File: src/common/smc_pkg.sv
/*
  Constants, field layouts and carrier types for the serial mode, clock
  counter and status block. Assumes a 200 MHz system clock and a classic
  Wishbone register bus with 32-bit data and byte addresses.
*/
// How it works
// Channel bit 0 selects channel zero, 1 channel one; other pins are ports.
// Protocol bit 0 selects clocked serial I/O, 1 selects the 2-wire bus.
// Software keeps the protocol bit 0 whenever channel one is selected.
// Clock source 0 means external clock or slave, 1 internal clock or master.
// The internal shift clock rate comes from the frequency register.
// On the 2-wire bus the transmit bit picks receive at 0, transmit at 1.
// Channel zero serial I/O: transmit bit makes data pin input or output.
// Channel one serial I/O: transmit bit 1 gives serial out, 0 a port.
// External clock with clock pin direction 1 makes that pin a plain output.
// Counter counts clock pin rises from 0, wrapping from 9 back to 1.
// Bus mode: counter clears on start and on change to serial I/O.
// Serial mode: counter clears on wait register write and change to bus.
// Counter clears on power-on reset and on clock stop.
// Mode register at 08H holds channel, protocol, source, transmit; resets 0.
// Status is read-only: count-eight, count-nine, start-seen, bus-busy.
// Bus-busy sets on start and clears on stop in bus mode.
// Bus-busy is held at 0 while serial I/O mode is selected.
// Start-seen sets on start and clears when the counter reads 9.
// Count-nine sets at count 9 and clears at count 0 or 1.
// Count-eight sets at count 8 and clears at count 0 or 1.
// Software reads the shift register only while count-eight is 1.
// A bus master reads acknowledge between two count-nine events.
// The bus supports one master; any arbitration is left to software.
// Start is data falling with clock high; stop is data rising with clock high.
package smc_pkg;

  // ----------------------------------------------------------------------
  // Register indices; the byte address is four times the index.
  // ----------------------------------------------------------------------
  localparam int ADR_W = 10;
  localparam logic [7:0] IDX_MODE = 8'h08;
  localparam logic [7:0] IDX_STATUS = 8'h28;
  localparam logic [7:0] IDX_FREQ = 8'h39;
  localparam logic [7:0] IDX_PORT_DIR = 8'h30;
  localparam logic [7:0] IDX_PORT_LATCH = 8'h31;
  localparam logic [7:0] IDX_WAIT = 8'h32;

  // ----------------------------------------------------------------------
  // Field positions.
  // ----------------------------------------------------------------------
  localparam int BIT_CHANNEL = 3;
  localparam int BIT_PROTOCOL = 2;
  localparam int BIT_CLK_SRC = 1;
  localparam int BIT_TX = 0;
  localparam int PIN_SDA = 0;
  localparam int PIN_SCL = 1;
  localparam int PIN_SCK = 2;
  localparam int PIN_SO = 3;
  localparam int PIN_SI = 4;

  // ----------------------------------------------------------------------
  // Reset values and counter marks.
  // ----------------------------------------------------------------------
  localparam logic [3:0] MODE_RST = 4'h0;
  localparam logic [3:0] FREQ_RST = 4'h0;
  localparam logic [4:0] PORT_DIR_RST = 5'h00;
  localparam logic [4:0] PORT_LATCH_RST = 5'h00;
  localparam logic [3:0] CNT_ZERO = 4'h0;
  localparam logic [3:0] CNT_RESTART = 4'h1;
  localparam logic [3:0] CNT_EIGHT = 4'h8;
  localparam logic [3:0] CNT_WRAP = 4'h9;

  // ----------------------------------------------------------------------
  // Timing: the internal shift clock half period is (freq + 1) base units.
  // ----------------------------------------------------------------------
  localparam int SYS_CLK_MHZ = 200;
  localparam int SHIFT_HALF_BASE_NS = 500;
  localparam int SHIFT_HALF_BASE_CYC = (SHIFT_HALF_BASE_NS * SYS_CLK_MHZ + 999) / 1000;

  // ----------------------------------------------------------------------
  // Carrier types.
  // ----------------------------------------------------------------------
  typedef struct packed {
    logic count_eight_flag;
    logic count_nine_flag;
    logic start_seen_flag;
    logic bus_busy_flag;
  } smc_status_t;

  typedef struct packed {
    logic si_out;
    logic si_oe;
    logic so_out;
    logic so_oe;
    logic sck_out;
    logic sck_oe;
    logic scl_out;
    logic scl_oe;
    logic sda_out;
    logic sda_oe;
  } smc_pins_out_t;

  typedef struct packed {
    logic si_in;
    logic so_in;
    logic sck_in;
    logic scl_in;
    logic sda_in;
  } smc_pins_in_t;

  function automatic logic [ADR_W-1:0] smc_reg_adr(input logic [7:0] idx);
    smc_reg_adr = {idx, 2'b00};
  endfunction : smc_reg_adr

endpackage : smc_pkg

File: src/logic/smc_serial_mode_counter_status.sv
/*
  Mode register, shift clock counter, status flags and pin steering of the
  dual-channel serial interface. Assumes a classic Wishbone master on the
  system clock, pins that arrive asynchronously, and a shift register
  datapath outside that supplies the transmit bit and takes the edges.
*/
`timescale 1ns/100ps
module smc_serial_mode_counter_status #(
  parameter int HALF_BASE_CYC = smc_pkg::SHIFT_HALF_BASE_CYC
) (
  // Clock and reset
  input wire logic clk_sys_in,
  input wire logic rst_n_in,
  // Clock stop from the power controller
  input wire logic clock_stop_in,
  // Wishbone slave
  input wire logic wb_cyc_in,
  input wire logic wb_stb_in,
  input wire logic wb_we_in,
  input wire logic [smc_pkg::ADR_W-1:0] wb_adr_in,
  input wire logic [3:0] wb_sel_in,
  input wire logic [31:0] wb_dat_in,
  output logic [31:0] wb_dat_out,
  output logic wb_ack_out,
  // Shift datapath
  input wire logic tx_bit_in,
  output logic rx_bit_out,
  output logic shift_edge_out,
  output logic [3:0] clock_count_out,
  output smc_pkg::smc_status_t status_out,
  // Pins
  input wire smc_pkg::smc_pins_in_t pins_in,
  output smc_pkg::smc_pins_out_t pins_out
);
  import smc_pkg::*;

  // The divider is 17 bits wide, so sixteen times the base must still fit.
  if (HALF_BASE_CYC < 1 || HALF_BASE_CYC > 4096) begin : g_bad_half
    $error("HALF_BASE_CYC out of range");
  end

  // ----------------------------------------------------------------------
  // Register bus.
  // ----------------------------------------------------------------------
  logic ack_q;
  logic [31:0] rdat_q;
  logic [3:0] mode_q;
  logic [3:0] freq_q;
  logic [4:0] dir_q;
  logic [4:0] latch_q;
  smc_status_t stat_q;
  logic req;
  logic wr;
  logic wait_wr;

  assign req = wb_cyc_in & wb_stb_in & ~ack_q;
  assign wr = req & wb_we_in & wb_sel_in[0];
  assign wait_wr = wr && wb_adr_in == smc_reg_adr(IDX_WAIT);

  always_ff @(posedge clk_sys_in or negedge rst_n_in) begin
    if (!rst_n_in) begin
      ack_q <= 1'b0;
    end else begin
      ack_q <= req;
    end
  end

  // Unmapped addresses are answered with zero so the master never hangs.
  always_ff @(posedge clk_sys_in or negedge rst_n_in) begin
    if (!rst_n_in) begin
      rdat_q <= 32'h0000_0000;
    end else if (req && !wb_we_in) begin
      if (wb_adr_in == smc_reg_adr(IDX_MODE)) begin
        rdat_q <= {28'h000_0000, mode_q};
      end else if (wb_adr_in == smc_reg_adr(IDX_STATUS)) begin
        rdat_q <= {28'h000_0000, stat_q};
      end else if (wb_adr_in == smc_reg_adr(IDX_FREQ)) begin
        rdat_q <= {28'h000_0000, freq_q};
      end else if (wb_adr_in == smc_reg_adr(IDX_PORT_DIR)) begin
        rdat_q <= {27'h000_0000, dir_q};
      end else if (wb_adr_in == smc_reg_adr(IDX_PORT_LATCH)) begin
        rdat_q <= {27'h000_0000, latch_q};
      end else begin
        rdat_q <= 32'h0000_0000;
      end
    end
  end

  assign wb_ack_out = ack_q;
  assign wb_dat_out = rdat_q;

  // The status register has no write path; writes to it are acknowledged only.
  always_ff @(posedge clk_sys_in or negedge rst_n_in) begin
    if (!rst_n_in) begin
      mode_q <= MODE_RST;
    end else if (wr && wb_adr_in == smc_reg_adr(IDX_MODE)) begin
      mode_q <= wb_dat_in[3:0];
    end
  end

  always_ff @(posedge clk_sys_in or negedge rst_n_in) begin
    if (!rst_n_in) begin
      freq_q <= FREQ_RST;
      dir_q <= PORT_DIR_RST;
      latch_q <= PORT_LATCH_RST;
    end else if (wr) begin
      if (wb_adr_in == smc_reg_adr(IDX_FREQ)) begin
        freq_q <= wb_dat_in[3:0];
      end else if (wb_adr_in == smc_reg_adr(IDX_PORT_DIR)) begin
        dir_q <= wb_dat_in[4:0];
      end else if (wb_adr_in == smc_reg_adr(IDX_PORT_LATCH)) begin
        latch_q <= wb_dat_in[4:0];
      end
    end
  end

  // ----------------------------------------------------------------------
  // Mode decode.
  // ----------------------------------------------------------------------
  logic ch1_sel;
  logic bus_mode;
  logic int_clk_sel;
  logic tx_sel;

  assign ch1_sel = mode_q[BIT_CHANNEL];
  // Channel one has no bus hardware, so a stray protocol bit is ignored there.
  assign bus_mode = mode_q[BIT_PROTOCOL] & ~ch1_sel;
  assign int_clk_sel = mode_q[BIT_CLK_SRC];
  assign tx_sel = mode_q[BIT_TX];

  // ----------------------------------------------------------------------
  // Pin synchronisers.
  // ----------------------------------------------------------------------
  smc_pins_in_t sync1_q;
  smc_pins_in_t sync2_q;

  always_ff @(posedge clk_sys_in or negedge rst_n_in) begin
    if (!rst_n_in) begin
      sync1_q <= '1;
      sync2_q <= '1;
    end else begin
      sync1_q <= pins_in;
      sync2_q <= sync1_q;
    end
  end

  // ----------------------------------------------------------------------
  // Internal shift clock generator.
  // ----------------------------------------------------------------------
  logic [16:0] div_q;
  logic int_clk_q;
  logic [16:0] half_cyc;

  assign half_cyc = 17'((32'(freq_q) + 32'd1) * 32'(HALF_BASE_CYC));

  // The generator idles high so that a newly selected master starts cleanly.
  always_ff @(posedge clk_sys_in or negedge rst_n_in) begin
    if (!rst_n_in) begin
      div_q <= 17'h0_0000;
      int_clk_q <= 1'b1;
    end else if (!int_clk_sel || clock_stop_in) begin
      div_q <= 17'h0_0000;
      int_clk_q <= 1'b1;
    end else if (div_q >= half_cyc - 17'h0_0001) begin
      div_q <= 17'h0_0000;
      int_clk_q <= ~int_clk_q;
    end else begin
      div_q <= div_q + 17'h0_0001;
    end
  end

  // ----------------------------------------------------------------------
  // Start and stop detection on channel zero.
  // ----------------------------------------------------------------------
  logic sda_prev_q;
  logic start_det;
  logic stop_det;

  always_ff @(posedge clk_sys_in or negedge rst_n_in) begin
    if (!rst_n_in) begin
      sda_prev_q <= 1'b1;
    end else begin
      sda_prev_q <= sync2_q.sda_in;
    end
  end

  assign start_det = bus_mode & sync2_q.scl_in & sda_prev_q & ~sync2_q.sda_in;
  assign stop_det = bus_mode & sync2_q.scl_in & ~sda_prev_q & sync2_q.sda_in;

  // ----------------------------------------------------------------------
  // Clock counter.
  // ----------------------------------------------------------------------
  logic clk_lvl;
  logic clk_prev_q;
  logic clk_rise;
  logic bus_prev_q;
  logic cnt_clr;
  logic [3:0] cnt_q;

  always_comb begin
    if (int_clk_sel) begin
      clk_lvl = int_clk_q;
    end else if (ch1_sel) begin
      clk_lvl = sync2_q.sck_in;
    end else begin
      clk_lvl = sync2_q.scl_in;
    end
  end

  always_ff @(posedge clk_sys_in or negedge rst_n_in) begin
    if (!rst_n_in) begin
      clk_prev_q <= 1'b1;
      bus_prev_q <= 1'b0;
    end else begin
      clk_prev_q <= clk_lvl;
      bus_prev_q <= bus_mode;
    end
  end

  assign clk_rise = clk_lvl & ~clk_prev_q;
  assign cnt_clr = clock_stop_in
    | (bus_prev_q != bus_mode)
    | start_det
    | (wait_wr & ~bus_mode);

  always_ff @(posedge clk_sys_in or negedge rst_n_in) begin
    if (!rst_n_in) begin
      cnt_q <= CNT_ZERO;
    end else if (cnt_clr) begin
      cnt_q <= CNT_ZERO;
    end else if (clk_rise) begin
      cnt_q <= (cnt_q == CNT_WRAP) ? CNT_RESTART : cnt_q + 4'h1;
    end
  end

  always_ff @(posedge clk_sys_in or negedge rst_n_in) begin
    if (!rst_n_in) begin
      shift_edge_out <= 1'b0;
      rx_bit_out <= 1'b0;
    end else begin
      shift_edge_out <= clk_rise & ~cnt_clr;
      rx_bit_out <= ch1_sel ? sync2_q.si_in : sync2_q.sda_in;
    end
  end

  assign clock_count_out = cnt_q;

  // ----------------------------------------------------------------------
  // Status flags.
  // ----------------------------------------------------------------------
  always_ff @(posedge clk_sys_in or negedge rst_n_in) begin
    if (!rst_n_in) begin
      stat_q <= '0;
    end else begin
      if (cnt_q == CNT_EIGHT) begin
        stat_q.count_eight_flag <= 1'b1;
      end else if (cnt_q <= CNT_RESTART) begin
        stat_q.count_eight_flag <= 1'b0;
      end
      if (cnt_q == CNT_WRAP) begin
        stat_q.count_nine_flag <= 1'b1;
      end else if (cnt_q <= CNT_RESTART) begin
        stat_q.count_nine_flag <= 1'b0;
      end
      // A start always beats the clear that count nine would make.
      if (start_det) begin
        stat_q.start_seen_flag <= 1'b1;
      end else if (cnt_q == CNT_WRAP) begin
        stat_q.start_seen_flag <= 1'b0;
      end
      if (!bus_mode) begin
        stat_q.bus_busy_flag <= 1'b0;
      end else if (start_det) begin
        stat_q.bus_busy_flag <= 1'b1;
      end else if (stop_det) begin
        stat_q.bus_busy_flag <= 1'b0;
      end
    end
  end

  assign status_out = stat_q;

  // ----------------------------------------------------------------------
  // Pin steering.
  // ----------------------------------------------------------------------
  // In bus mode the transmit and internal clock drives are open drain: they only ever pull low.
  always_comb begin
    pins_out.sda_out = latch_q[PIN_SDA];
    pins_out.sda_oe = dir_q[PIN_SDA];
    pins_out.scl_out = latch_q[PIN_SCL];
    pins_out.scl_oe = dir_q[PIN_SCL];
    pins_out.sck_out = latch_q[PIN_SCK];
    pins_out.sck_oe = dir_q[PIN_SCK];
    pins_out.so_out = latch_q[PIN_SO];
    pins_out.so_oe = dir_q[PIN_SO];
    pins_out.si_out = latch_q[PIN_SI];
    pins_out.si_oe = dir_q[PIN_SI];
    if (!ch1_sel) begin
      if (tx_sel) begin
        pins_out.sda_out = bus_mode ? 1'b0 : tx_bit_in;
        pins_out.sda_oe = bus_mode ? ~tx_bit_in : 1'b1;
      end
      if (int_clk_sel) begin
        pins_out.scl_out = bus_mode ? 1'b0 : int_clk_q;
        pins_out.scl_oe = bus_mode ? ~int_clk_q : 1'b1;
      end
    end else begin
      if (int_clk_sel) begin
        pins_out.sck_out = int_clk_q;
        pins_out.sck_oe = 1'b1;
      end
      if (tx_sel) begin
        pins_out.so_out = tx_bit_in;
        pins_out.so_oe = 1'b1;
      end
    end
    // with an external clock the direction bit alone decides, as above.
  end
endmodule : smc_serial_mode_counter_status

File: config.mk
export PLATFORM = sky130hd
export DESIGN_NAME = smc_serial_mode_counter_status
export DESIGN_NICKNAME = d
export VERILOG_FILES = /design/src/common/smc_pkg.sv /design/src/logic/smc_serial_mode_counter_status.sv
export SDC_FILE = /design/constraint.sdc
export NUM_CORES = 1
export LEC_CHECK = 0
export BUFFER_PORTS_ARGS = -buffer_cell sky130_fd_sc_hd__buf_2
export CORE_MARGIN = 2
export CORE_UTILIZATION = 45
export CTS_BUF_LIST = sky130_fd_sc_hd__clkbuf_16
export CTS_CLUSTER_SIZE = 12
export DETAILED_ROUTE_END_ITERATION = 8
export MAX_ROUTING_LAYER = met4
export PLACE_DENSITY = 0.73
export SETUP_SLACK_MARGIN = 0.1
export SLEW_MARGIN = 20
export SYNTH_ARGS = -nofsm -noshare
export SYNTH_HDL_FRONTEND = slang
export SYNTH_SLANG_ARGS = --single-unit
File: constraint.sdc
create_clock -name clk_sys_in -period 4.1 [get_ports clk_sys_in]
set_input_delay 1.025 -clock clk_sys_in [delete_from_list [all_inputs] [get_ports clk_sys_in]]
set_output_delay 1.025 -clock clk_sys_in [all_outputs]
set_load 0.02 [all_outputs]
Word level (Yosys, flattened, before mapping)

Cells that the tools add are included.

Register bits after elaboration: 90
Input port bits: 58
Output and inout bits: 53
Logic and storage cells: 117

$add $sub $neg: 4
$mul: 1
Magnitude comparators: 2
Equality and inequality tests: 10
Muxes and demuxes: 33
Bitwise operators: 27
Reduce and logical (&&, ||, !) cells: 14

Operator list:

| kind                    | number |
|---|---|
| $eq A10 B8 Y1 const B   | 5 |
| $mux W17                | 2 |
| $mux W5                 | 5 |
| $mux W4                 | 5 |
| $add A17 B1 Y17 const B | 1 |
| $ge A17 B17 Y1          | 1 |
| $mux W1                 | 17 |
| $and A1 B1 Y1           | 13 |
| $sub A12 B1 Y13 const B | 1 |
| $not A1 Y1              | 11 |
| $eq A10 B6 Y1 const B   | 1 |
| $mul A5 B5 Y10 const B  | 1 |
| $reduce_bool A2 Y1      | 5 |
| $eq A4 B4 Y1 const B    | 2 |
| $mux W2                 | 4 |
| $add A4 B1 Y5 const B   | 1 |
| $add A4 B1 Y4 const B   | 1 |
| $le A4 B1 Y1 const B    | 1 |
| $reduce_and A4 Y1       | 1 |
| $logic_and A1 B1 Y1     | 3 |
| $ne A3 B1 Y1 const B    | 1 |
| $or A1 B1 Y1            | 3 |
| $reduce_and A3 Y1       | 1 |
| $logic_not A1 Y1        | 2 |
| 3 further kinds         | 3 |

Logic depth before layout (Yosys ltp)

Depth after elaboration: 9
Depth in mapped cells: 20
Gate-level depth less buffers: 18

Worst setup path before layout

Ideal clock, no wire load.

Kind: register to register
Start: register freq_q[1]
End: register div_q[10]
Setup time: 0.132 ns
Arrival: 4.334 ns
Required time: 3.968 ns
Slack: -0.366 ns
Stages on the path, launching flop included: 20
Path buffers: 1
Clock period less this slack: 4.466 ns
Path through: dfrtp_1 -> ha_1 -> xor2_1 -> inv_1 -> ha_1 -> ha_1 -> inv_1 -> fa_1 -> xor2_1 -> nand2_1 -> nor3_1 -> nand4_1 -> or3b_1 -> ha_1 -> nand4_1 -> a31oi_1 -> a211oi_1 -> o21ai_2 -> clkbuf_1 -> nor2_1

Word-level cells in the longest chain between the ends: 6

RTL lines:

| what                   | RTL line                              | RTL |
|---|---|---|
| from (decl)            | smc_serial_mode_counter_status.sv:48  | `logic [3:0] freq_q;` |
| from (signal assigned) | smc_serial_mode_counter_status.sv:108 | `freq_q <= wb_dat_in[3:0];` |
| $add A4 B1 Y5          | smc_serial_mode_counter_status.sv:154 | `assign half_cyc = 17'((32'(freq_q) + 32'd1) * 32'(HALF_BASE_CYC));` |
| $mul A5 B5 Y10         | smc_serial_mode_counter_status.sv:154 |  |
| $sub A12 B1 Y13        | smc_serial_mode_counter_status.sv:164 | `end else if (div_q >= half_cyc - 17'h0_0001) begin` |
| $ge A17 B17 Y1         | smc_serial_mode_counter_status.sv:164 |  |
| $mux W17               | smc_serial_mode_counter_status.sv:164 |  |
| $mux W17               | smc_serial_mode_counter_status.sv:161 | `end else if (!int_clk_sel \|\| clock_stop_in) begin` |
| to (signal assigned)   | smc_serial_mode_counter_status.sv:168 | `div_q <= div_q + 17'h0_0001;` |
| to (decl)              | smc_serial_mode_counter_status.sv:150 | `logic [16:0] div_q;` |

Every way passes these cells.
A chain may end at the register's enable or synchronous reset.

Final worst setup path

Start: register freq_q[0]
End: register int_clk_q

Word-level cells in the longest chain between the ends: 5

RTL lines:

| what                         | RTL line                              | RTL |
|---|---|---|
| $add A4 B1 Y5                | smc_serial_mode_counter_status.sv:154 |  |
| $mul A5 B5 Y10               | smc_serial_mode_counter_status.sv:154 |  |
| $sub A12 B1 Y13              | smc_serial_mode_counter_status.sv:164 |  |
| $ge A17 B17 Y1               | smc_serial_mode_counter_status.sv:164 |  |
| $reduce_bool A2 Y1 (no line) | --                                    |  |
| to (signal assigned)         | smc_serial_mode_counter_status.sv:166 | `int_clk_q <= ~int_clk_q;` |
| to (decl)                    | smc_serial_mode_counter_status.sv:151 | `logic int_clk_q;` |

Every way passes these cells.

==> key figures <==
Place
  • Detailed placement HPWL: 6476 um
  • PortBufs: between 50 and 60
  • GP Congestion: roughly 0.93
  • Placement Setup Slack: -0.2974 ns
  • Placed insts: 574
  • Placed inst area: 4613 um^2

Final layout
  • Total area of sequential cells: 1593 um^2
  • Non-filler cells, final: 595
  • # fillers: 750
  • Post-route cell area: 5170 um^2
  • Fin nets: 573
  • Ratio of cells with drive above 1 in the final layout: 0.3840
  • Ant. Diodes: 0
  • Multi-input logic area: about 2500 um^2
  • Area delta synth->final: 27.49%

Detailed routing
  • Via count: 3140
  • Wire length per cell: 15.17 um
  • DR pass1 iterations: 4
  • Drc violations: 0
  • Drt via density: 5.277
  • Final wirelength: 9025 um
  • Post-route ant nets: 0
  • First DRT Iteration DRCs: between 70 and 80

Setup path
  • Crit path largest cell delay: around 0.47 ns
  • Crit-path cells: ha_4 > xor2_2 > buf_4 > ha_1 > ha_4 > ha_4 > ha_1 > a21oi_1 > o21ai_1 > xnor2_1 > or3b_4 > ha_4 > nand4_1 > a31oi_1 > a211oi_1 > buf_4 > o21ai_4 > mux2_4
  • Most numerous cell on the critical path: ha_4
  • CP Class: reg2reg
  • Crit path capture type: flop
  • Required time of the critical path: 4.37 ns
  • Reg2Reg Depth: 18
  • Arrival time of the worst setup path: 4.40 ns
  • Startpoint types: flop
  • Worst Path Max Fanout: 5
  • Critical-path top delay cell: or3b_4

Clock network
  • Sink Count: 63
  • TritonCTS clock tree: done
  • CTS max path bufs: 2
  • # hold bufs at CTS: 0
  • Root buffer cell: clkbuf_16
  • Clk slew on worst S/H paths: roughly 0.06 ns
  • Number of buffers created by CTS: 9
  • H-tree levels: 3
  • Worst skew pair latency: 0.34 ns

Timing
  • Final period util: 1.009
  • FMAX: 241.8 MHz
  • Tmin final: between 4 and 5 ns
  • Count of final setup violators: 7
  • Final-report max-slew violation count: 0
  • Worst slew margin: 0.5835
  • Slew @ Worst Pin: between 0.6 and 0.7 ns
  • Layout Skew: about 0.013 ns
  • Fin. Hold Viols: 0
  • Final setup TNS: -0.1072 ns
  • RSZ-0062 raised after global routing: true
  • Setup ws final: -0.03606 ns

Floorplanning
  • Core box area: 8721 um^2
  • Row count: 34
  • Die Span X: between 90 and 100 um
  • I/O Pins: 111
  • Die footprint: 9787 um^2
  • Die Ht: 98.93 um
  • Starting Density: 0.4650

Synth
  • Most frequent cell after synthesis: dfrtp_1
  • Synth top area cells: dfrtp_1 32%, ha_1 9.9%, dfstp_2 7.1%
  • Commonest cells post-synth: 52 x dfrtp_1, 38 x nor2_1, 32 x ha_1
  • Netlist cell types: 57
  • Mapped Avg Cell Area: approximately 10 um^2
  • Synth async-reset ratio: 1.000
  • Cell Area, Synth: 4055 um^2
  • Post-synth top area share: 0.3209
  • Gate Count Post-Synth: 398
  • Number of synthesized flops with an enable pin: 0
  • Leading register cell type out of synthesis: dfrtp_1
  • Yosys warns: 0
  • Flops & latches, synth: 63
  • Post-synthesis sequential area ratio: 0.3922
  • Synth area leader: dfrtp_1

Pwr
  • Cell area power density: 317.5 nW/um^2
  • Leakage power: 2.394 nW
  • Peak VDD IR: 0.2348 mV

GRT
  • Initial antenna violation count: 0
  • Global Route Usage Sum: 0.1981
  • GRT Residual Overflow: 0
  • Pin count of the biggest net entering global routing: 52
  • First-pass GRT wire length: 14920 um
  • Vias in the first global route: 3187

Run
  • Maxcap violations: 0

Status
  • Status: complete, but fails checks
  • Failing checks: setup timing

Worst hold path
  • Worst Hold Class: reg2reg
  • Hold path depth: 0
## per-stage QoR
step           power [mW]  utilization  hold WS [ns]
6_report            1.641       0.5928        0.3526
5_1_grt             1.695       0.5928        0.3607
4_1_cts             1.656       0.5895        0.3568
3_5_place_dp       0.7470       0.5290        0.3510
3_3_place_gp       0.7447       0.5290        0.3471
2_1_floorplan      0.7232            -        0.3452
## placed cells by master (no fill, tap or decap), types with 4 or more instances in the layout
| cell | instances |
|---|---|
| nor2b_1 | 13 |
| nand2b_1 | 7 |
| nor2_2 | 4 |
| nor3_1 | 8 |
| mux2_2 | 18 |
| clkbuf_16 | 9 |
| ha_4 | 15 |
| nand2_1 | 23 |
| a31oi_1 | 4 |
| xnor2_1 | 15 |
| mux2_4 | 9 |
| inv_1 | 12 |
| a221oi_1 | 4 |
| nand4_1 | 7 |
| xor2_1 | 16 |
| dfrtp_1 | 50 |
| nand3b_1 | 4 |
| buf_4 | 30 |
| dfstp_2 | 11 |
| o21ai_0 | 6 |
| a21oi_1 | 12 |
| nand3_1 | 11 |
| ha_1 | 16 |
| conb_1 | 27 |
| buf_2 | 52 |
| nor2_1 | 34 |
## metal layers
layer / global-route usage / routed length, um / vias up / share of wire
met3: 0.02482 / 381 / 24 / 0.042
met4: 0.09273 / 222 / 0 / 0.025
met5: - / 0 / - / 0
li1: - / - / 1504 / -
met2: 0.3300 / 4626 / 104 / 0.51
met1: 0.2392 / 3794 / 1508 / 0.42
## final cells by class
type                            instances  area share
Inverter                               16     0.01210
Multi-Input combinational cell        307      0.4850
Timing Repair Buffer                   85      0.1004
Sequential cell                        63      0.3081
Clock buffer                            9     0.04356
Tap cell                              108     0.02614
Clock inverter                          7     0.02469
## state kept, by name (all words and copies together), names as in the netlist
name / cells
wb_ack_out: 1
status_out: 4
int_clk_q: 1
shift_edge_out: 1
sda_prev_q: 1
rx_bit_out: 1
sync1_q: 4
latch_q: 5
sync2_q: 4
dir_q: 5
clk_prev_q: 1
bus_prev_q: 1
div_q: 17
clock_count_out: 4
mode_q: 4
wb_dat_out: 5
freq_q: 4
## cells by family (layout without fill, tap and decap cells)
kind of cell | count (synthesis) | count (layout) | synth area share
and+or+nand+nor | 135 | 135 | 0.1836
DFF | 63 | 63 | 0.3922
muxes | 28 | 28 | 0.08485
other | 1 | 27 | 0.0009248
xor gates and xnor gates | 34 | 34 | 0.07344
AOI/OAI and AO/OA | 50 | 50 | 0.08022
adders and majority gates | 33 | 33 | 0.1037
buffers and inverters | 54 | 117 | 0.08115
## path summary, 6_finish.rpt
check	startpoint	to	slack, ns
worst max-delay path	freq_q[0]	int_clk_q	-0.04
worst min-delay path	sync1_q[4]	sync2_q[4]	0.35
worst max register to register	freq_q[0]	int_clk_q	-0.04
worst min register to register	sync1_q[4]	sync2_q[4]	0.35
max in group asynchronous	rst_n_in	freq_q[0]	2.55
min in group asynchronous	rst_n_in	div_q[13]	0.57
## power by group
group	total, mW	internal (mW)	switching, mW
clock	0.904	0.602	0.302
sequential	0.644	0.636	0.00737
combinational	0.0937	0.0269	0.0668
## worst max-delay path, delay by kind of cell (launching register included)
kind	cells	cell delay [ns]
simple gates	2	0.58
compound gates	5	0.65
mux	1	0.32
xor+xnor	2	0.37
flops	1	0.45
fa+ha+maj	6	1.40
buf+inv	2	0.29
## what timing repair did
action                                  CTS  global route
endpoints found under the hold margin     0             0
gates resized for setup                  23             7
pin swaps                                17             3
buffers inserted                          4             0
cloned                                    1             0
endpoints found under the setup margin   18            18
Note: power is estimated with default switching activity, not from simulation.
